===== config.mk =====
export PLATFORM = sky130hd
export DESIGN_NAME = mfs_stats
export DESIGN_NICKNAME = d
export VERILOG_FILES = /design/src/mfs_pkg.sv /design/src/mfs_counter.sv /design/src/mfs_stats.sv
export SDC_FILE = /design/constraint.sdc
export NUM_CORES = 1
export LEC_CHECK = 0
export ABC_AREA = 1
export BUFFER_PORTS_ARGS = -buffer_cell sky130_fd_sc_hd__buf_2
export CORE_MARGIN = 8
export CORE_UTILIZATION = 60
export DETAILED_ROUTE_END_ITERATION = 8
export PLACE_DENSITY_LB_ADDON = 0.15
export SLEW_MARGIN = 10
export SYNTH_ARGS = -nofsm -noshare
export SYNTH_HDL_FRONTEND = slang
export SYNTH_HIERARCHICAL = 1
export SYNTH_SLANG_ARGS = --single-unit

===== constraint.sdc =====
create_clock -name clk_i -period 3.6 [get_ports clk_i]
set_clock_uncertainty 0.15 [all_clocks]
set_input_delay 0.18 -clock clk_i [delete_from_list [all_inputs] [get_ports clk_i]]
set_output_delay 0.18 -clock clk_i [all_outputs]
set_load 0.02 [all_outputs]

===== src/mfs_pkg.sv =====
// Package for the MAC frame and byte statistics counter bank
package mfs_pkg;

	localparam int CNT_W   = 32;
	localparam int NUM_CNT = 5;
	localparam int ADR_W   = 12;

	// Byte offsets of each counter base in the indirect space
	localparam logic [ADR_W-1:0] OFS_RX_ALL   = 12'h200;
	localparam logic [ADR_W-1:0] OFS_RX_VALID = 12'h204;
	localparam logic [ADR_W-1:0] OFS_TX_FRM   = 12'h300;
	localparam logic [ADR_W-1:0] OFS_TX_BYTE  = 12'h308;
	localparam logic [ADR_W-1:0] OFS_TX_BOK   = 12'h30C;

	// Counter slot indices
	localparam int IDX_RX_ALL   = 0;
	localparam int IDX_RX_VALID = 1;
	localparam int IDX_TX_FRM   = 2;
	localparam int IDX_TX_BYTE  = 3;
	localparam int IDX_TX_BOK   = 4;

	localparam logic [CNT_W-1:0] CNT_RESET = 32'h0000_0000;
	localparam logic [CNT_W-1:0] CNT_ONE   = 32'h0000_0001;
	localparam logic [31:0]      UNMAPPED  = 32'h0000_0000;

	typedef struct packed {
		logic              cyc;
		logic              stb;
		logic              we;
		logic [ADR_W-1:0]  adr;
		logic [3:0]        sel;
		logic [31:0]       dat;
	} mfs_wb_req_s;

	typedef struct packed {
		logic              ack;
		logic [31:0]       dat;
	} mfs_wb_rsp_s;

	typedef struct packed {
		logic rx_frames_all;
		logic rx_frames_valid;
		logic tx_frames_all;
		logic tx_bytes_all;
		logic tx_bytes_valid;
	} mfs_evt_s;

endpackage : mfs_pkg


===== src/mfs_counter.sv =====
// One free-running statistics counter
`timescale 1ns/1ps
module mfs_counter
	import mfs_pkg::*;
(
	input  wire logic             clk_i,
	input  wire logic             rst_i,
	input  wire logic             inc_i,
	output logic      [CNT_W-1:0] count_o
);

	typedef struct packed {
		logic [CNT_W-1:0] count;
	} mfs_cnt_state_s;

	mfs_cnt_state_s state;
	mfs_cnt_state_s next_state;

	always_comb
	begin
		next_state = state;
		// Natural wrap from all ones to zero, no saturation
		if (inc_i)
		begin
			next_state.count = state.count + CNT_ONE;
		end
	end

	always_ff @(posedge clk_i)
	begin
		if (rst_i)
		begin
			state.count <= CNT_RESET;
		end
		else
		begin
			state <= next_state;
		end
	end

	assign count_o = state.count;
endmodule : mfs_counter


===== src/mfs_stats.sv =====
// MAC frame and byte statistics counter bank with Wishbone slave
// Contract
// Every received frame, valid or not, advances the received-frames total.
// Only valid received frames advance the valid-received-frames count.
// Every transmitted frame advances the transmitted-frames total.
// Every transmitted byte advances the transmitted-bytes total.
// Counters start at zero and only device reset clears them.
// Counters never saturate and wrap from all ones to zero.
// Software keeps intervals short and allows for one wrap in differences.
// Counter bits 31..24 sit at the base byte, bits 7..0 at base plus three.
// Every valid transmitted byte advances the valid-transmitted-bytes count.
// Reads have no side effect and never lose a concurrent increment.
//
// The Wishbone slave port is this design's own decision.
`timescale 1ns/1ps
module mfs_stats
	import mfs_pkg::*;
(
	input  wire logic             clk_i,
	input  wire logic             rst_i,
	input  wire logic             wb_cyc_i,
	input  wire logic             wb_stb_i,
	input  wire logic             wb_we_i,
	input  wire logic [ADR_W-1:0] wb_adr_i,
	input  wire logic [3:0]       wb_sel_i,
	input  wire logic [31:0]      wb_dat_i,
	output logic      [31:0]      wb_dat_o,
	output logic                  wb_ack_o,
	input  wire logic             rx_frames_all_i,
	input  wire logic             rx_frames_valid_i,
	input  wire logic             tx_frames_all_i,
	input  wire logic             tx_bytes_all_i,
	input  wire logic             tx_bytes_valid_i
);

	////////////////////////////////////////////////////////////////////////
	// Event capture

	mfs_wb_req_s req;
	mfs_evt_s    evt;
	logic [NUM_CNT-1:0] inc;
	logic [CNT_W-1:0]   cnt [NUM_CNT];

	always_comb
	begin
		req.cyc = wb_cyc_i;
		req.stb = wb_stb_i;
		req.we  = wb_we_i;
		req.adr = wb_adr_i;
		req.sel = wb_sel_i;
		req.dat = wb_dat_i;
		evt.rx_frames_all   = rx_frames_all_i;
		evt.rx_frames_valid = rx_frames_valid_i;
		evt.tx_frames_all   = tx_frames_all_i;
		evt.tx_bytes_all    = tx_bytes_all_i;
		evt.tx_bytes_valid  = tx_bytes_valid_i;
	end

	// Increments come only from events; the bus never touches a counter
	assign inc[IDX_RX_ALL]   = evt.rx_frames_all;
	assign inc[IDX_RX_VALID] = evt.rx_frames_valid;
	assign inc[IDX_TX_FRM]   = evt.tx_frames_all;
	assign inc[IDX_TX_BYTE]  = evt.tx_bytes_all;
	assign inc[IDX_TX_BOK]   = evt.tx_bytes_valid;

	////////////////////////////////////////////////////////////////////////
	// Counter bank

	generate
		for (genvar g = 0; g < NUM_CNT; g++)
		begin : g_cnt
			mfs_counter u_cnt (
				.clk_i   (clk_i),
				.rst_i   (rst_i),
				.inc_i   (inc[g]),
				.count_o (cnt[g])
			);
		end
	endgenerate

	////////////////////////////////////////////////////////////////////////
	// Wishbone slave

	typedef struct packed {
		logic        ack;
		logic [31:0] dat;
	} mfs_state_s;

	mfs_state_s state;
	mfs_state_s next_state;
	logic [31:0] rd_word;

	// Word address with the byte lanes dropped
	function automatic logic [31:0] mfs_pick(
		input logic [ADR_W-1:0] a,
		input logic [CNT_W-1:0] c0,
		input logic [CNT_W-1:0] c1,
		input logic [CNT_W-1:0] c2,
		input logic [CNT_W-1:0] c3,
		input logic [CNT_W-1:0] c4
	);
		logic [ADR_W-1:0] w;
		w = {a[ADR_W-1:2], 2'h0};
		if (w == OFS_RX_ALL)
			return c0;
		else if (w == OFS_RX_VALID)
			return c1;
		else if (w == OFS_TX_FRM)
			return c2;
		else if (w == OFS_TX_BYTE)
			return c3;
		else if (w == OFS_TX_BOK)
			return c4;
		else
			return UNMAPPED;
	endfunction : mfs_pick

	// Bits 31..24 on lane 3 answer the base byte address (big-endian bytes)
	always_comb
	begin
		rd_word = mfs_pick(req.adr, cnt[IDX_RX_ALL], cnt[IDX_RX_VALID],
			cnt[IDX_TX_FRM], cnt[IDX_TX_BYTE], cnt[IDX_TX_BOK]);
	end

	always_comb
	begin
		next_state     = state;
		next_state.ack = 1'b0;
		// One ack per request; writes are acknowledged and ignored
		if (req.cyc && req.stb && !state.ack)
		begin
			next_state.ack = 1'b1;
			next_state.dat = req.we ? UNMAPPED : rd_word;
		end
	end

	always_ff @(posedge clk_i)
	begin
		if (rst_i)
		begin
			state.ack <= 1'b0;
			state.dat <= UNMAPPED;
		end
		else
		begin
			state <= next_state;
		end
	end

	assign wb_ack_o = state.ack;
	assign wb_dat_o = state.dat;
endmodule : mfs_stats


# Word-level counts from Yosys, hierarchy flattened
# Cells that the tools add are included.
# totals
regBits	193
in_bits	58
out_inout_bits	33
wordCells	27
# op_classes
addsub	5
n_eq_ne	5
muxes	7
n_reduce_logical	3
# ops
cell	count
two-way mux 32 bit	6
adder 32 x 1 -> 32 bit, second input constant	5
== test 10 x 8 -> 1 bit, second input constant	5
two-way mux 33 bit	1
logical AND 1 bit	2
zero test 1 bit	1

# Longest topological paths before layout
# depth
word_depth	8
ltp_mapped	9
mapped_depth_nobuf	8

# Hierarchy
# The synthesis kept the hierarchy.
# by_module_without_submodules
mod	n_inst	cells_each	area_each_um2	seq_area_each_um2
mfs_counter	5	263	1793.0	640.6
mfs_stats	1	457	2869.0	660.6

# Worst setup path before layout
# OpenSTA, ideal clock, no wires.
# synth_timing
kind	reg2reg
start	register g_cnt[2].u_cnt.state, in the netlist g_cnt[2].u_cnt/count_o[0]
end	register g_cnt[2].u_cnt.state, in the netlist g_cnt[2].u_cnt/count_o[24]
setup_ns	0.115
arrival_time_ns	1.192
required_ns	3.335
path_slack_ns	2.143
stages_incl_launch_ff	9
cell_sequence	dfxtp_1 -> ha_1 -> nand2_2 -> nor2_4 -> nand3_4 -> nor2_2 -> nand3_1 -> nand2_1 -> nor2_1
# synth_between
elab_chain_len	1
# synth_lines
item	line_no	rtl
start, declared	mfs_counter.sv:16	mfs_cnt_state_s state;
start signal, assigned	mfs_counter.sv:37	state <= next_state;
adder 32 x 1 -> 32 bit	mfs_counter.sv:25	next_state.count = state.count + CNT_ONE;
# Every way passes these cells.
# A chain may end at the register's enable or synchronous reset.

# Worst setup path in the final report
# layout_timing
start	register state, in the netlist wb_ack_o
end	register state, in the netlist wb_dat_o[13]
# layout_between
elab_chain_len	2
# layout_lines
item	line_no	rtl
start, declared	mfs_stats.sv:89	mfs_state_s state;
start signal, assigned	mfs_stats.sv:146	state <= next_state;
zero test 1 bit	mfs_stats.sv:130	if (req.cyc && req.stb && !state.ack)
logical AND 1 bit	mfs_stats.sv:130	
# Every way passes these cells.

==> summary.md <==
| Metric | Value |
|---|---|
| Gates resized, CTS repair | `0` |
| Synthesized cell area | `~12,000 µm²` |
| Core area | `19,400 µm²` |
| Worst setup margin | `about 1.6 ns` |
| Max_cap viols | `0` |
| Iteration-0 DRC Markers | `between 1,000 and 1,500` |
| Peak supply drop | `around 0.34 mV` |
| Hold Path Origin | `rst_i` |
| # rows | `51` |
| Total negative setup slack | `0 ns` |
| Synth top cells by count | `nand2_1, nand3_1, nor2_1` |
| Post-synthesis async set-or-reset flop share | `0%` |
| Part of the cycle the worst path needs | `approximately 56%` |
| Total Power | `4.30 mW` |
| Number of buffers created by CTS | `17` |
| Setup crit start kind | `flop` |
| Distinct cells, synth | `32` |
| Cell with the most instances after synthesis | `nand2_1` |
| Pwr Density | `between 300 and 400 nW/µm²` |
| Crit-path max FO | `34` |
| Layout cells sized above 1 | `15.8%` |
| Worst skew pair latency | `0.45 ns` |
| Post-synth EDFFs | `0` |
| IO buf count | `between 50 and 60` |
| Cells after Synth | `between 1,500 and 2,000` |
| Net Count, Synth | `about 1,800` |
| Util after Layout | `about two thirds` |
| Synth Register Bits | `about 190` |
| Top cells by area, synth | `dfxtp_1, nand2_1, nand3_1, nor2_1, a21oi_1` |
| Total grt overflow | `0` |
| WP data required | `3.83 ns` |
| DR vias/cell | `5.60` |
| Final antenna-violating net count | `0` |
| CTS max path bufs | `2` |
| Reg2reg path depth | `6` |
| Top Ports | `91` |
| Synth Flop Type | `dfxtp_1` |
| Crit Path Class | `flop to flop` |
| Drt first pass iters | `6` |
| Inserted Diodes | `0` |
| Initial antenna violation count | `0` |
| Setup Slack @ Placement | `~1.3 ns` |
| Mean Syn Cell Area | `6.68 µm²` |
| Dpl hpwl | `23,300 µm` |
| GRT Util Overall | `a little over a quarter` |
| Slew margin rel. | `approximately 22%` |
| Slew Viols, Final | `0` |
| Root Driver | `clkbuf_16` |
| Largest net degree at the start of global routing | `65` |
| Total Routed Length | `32,100 µm` |
| Fin nets | `1,857` |
| Fin crit period | `~2 ns` |
| Seq/Total Area, Yosys | `32.6%` |
| Routability congestion estimate | `0.915` |
| Leakage | `about 5.4 nW` |
| Status | `completed` |
| Slew @ Worst Pin | `around 1.2 ns` |
| DRC | `0` |
| Worst reg2reg setup slack | `1.57 ns` |
| Initial core utilization | `~61%` |
| Hold depth | `2` |
| First-pass GRT wire length | `approximately 52,000 µm` |
| Synth top area share | `between 30 and 40%` |
| Clock edge transition at the registers on the reported setup and hold paths | `about 0.070 ns` |
| YS warnings | `6` |
| Cell taking the most area after synthesis | `dfxtp_1` |
| RSZ-0062 raised after global routing | `false` |
| Area growth syn-to-layout | `7.95%` |
| Crit. Startpoint | `wb_ack_o` |
| Via count | `11,600` |
| Final Hold Fails | `0` |
| Arrival @ worst endpoint | `between 2 and 2.5 ns` |
| Die ar. | `approximately 24,000 µm²` |
| CTS tree | `yes` |
| CP Capture Type | `flop` |
| Die Ht | `about 160 µm` |
| Number of global-route vias before repair | `slightly above 10,000` |
| Reg2reg start | `wb_ack_o` |
| Die Wd | `about 160 µm` |
| H-tree levels | `4` |
| Final setup fails | `0` |
| Min Hold Slack | `roughly 0.047 ns` |
| Hold Path Class | `input pin to flop` |
| CTS sink cnt | `a little under 200` |
| Fmax | `492 MHz` |
| DR WL/cell | `around 16 µm` |
-- path summary, 6_finish.rpt --
| check | to |
|---|---|
| max | wb_dat_o[13] |
| min | g_cnt[3].u_cnt/count_o[13] |
| max reg2reg | wb_dat_o[13] |
| min reg2reg | wb_dat_o[31] |
-- flip-flops by register name (all words and copies together) (netlist names) --
signal and count:
g_cnt.u_cnt/count_o 160, wb_ack_o 1, wb_dat_o 32
-- worst max-delay path: stages (launching register included) --
cell      delay (ns)
dfxtp_1         0.31
nand3b_4        0.45
nor2_2          0.19
buf_4           0.34
nand2_1         0.14
o21bai_1        0.23
a21oi_1         0.13
-- kinds of logic after synthesis --
group | count (synthesis) | share of synthesized area (%)
AOI/OAI and AO/OA | 214 | 10.1
xor gates and xnor gates | 15 | 1.11
adders and majority gates | 5 | 0.529
buffers and inverters | 236 | 8.82
DFF | 193 | 32.6
and+or+nand+nor | 1109 | 46.8
-- placed cells by master, fill, tap and decap left out, types with 5 or more instances in the layout --
cell type      Yosys  final
dlygate4sd3_1      0      5
nor2_2            61     60
nor3_1             5      5
a21oi_1          132    132
nand3_1          270    270
nor2_1           204    203
and3_1             5      5
o21a_1            10     10
clkbuf_16          0     17
inv_4              5      5
a31o_2             5      5
nor2_8             5      5
o21ai_0           35     35
xnor2_1           15     15
nand2_2           55     55
nand3_2            5      5
inv_2              7      7
nand2_1          379    379
ha_1               5      5
o21bai_1          32     32
dfxtp_1          193    193
nand4_1           40     40
nand3b_1          32     32
nor2_4            41     43
buf_2             34     52
inv_1            158    158
nand3_4            5      5
buf_4              7     12
-- per-stage QoR --
step / instances / instance area, µm²
6_report: 2070 / 12800
3_5_place_dp: 2035 / 12100
3_3_place_gp: 2035 / 12100
4_1_cts: 2070 / 12800
2_1_floorplan: 1772 / 11800
5_1_grt: 2070 / 12800
-- metal layers --
layer	global-route usage, %	routed length, µm
met2	40.5	13900
met3	4.52	2170
met5	0	0
met4	12.2	1300
met1	35.8	14700
-- report_power, final --
group          internal [mW]  switching (mW)  leakage, nW  total [mW]
Combinational         0.0544           0.133         3.56       0.187
Sequential              2.14          0.0158         1.56        2.16
Clock                   1.06           0.899        0.289        1.96
Total                   3.26            1.05         5.40        4.30
-- what timing repair did --
action	CTS	global route
hold buffers	5	0
setup buffers	0	0
endpoints found under the hold margin	12	0
-- final cells by class --
| class | instances | area, µm² |
|---|---|---|
| clock buffers | 18 | 439 |
| clock inverters | 12 | 150 |
| fillers | 1790 | 6620 |
| inverters | 170 | 651 |
| multi-input cells | 1343 | 6940 |
| flip-flops and latches | 193 | 3860 |
| well taps | 265 | 332 |
| repair buffers | 69 | 400 |
No activity file was read; power rests on OpenSTA's default activity.
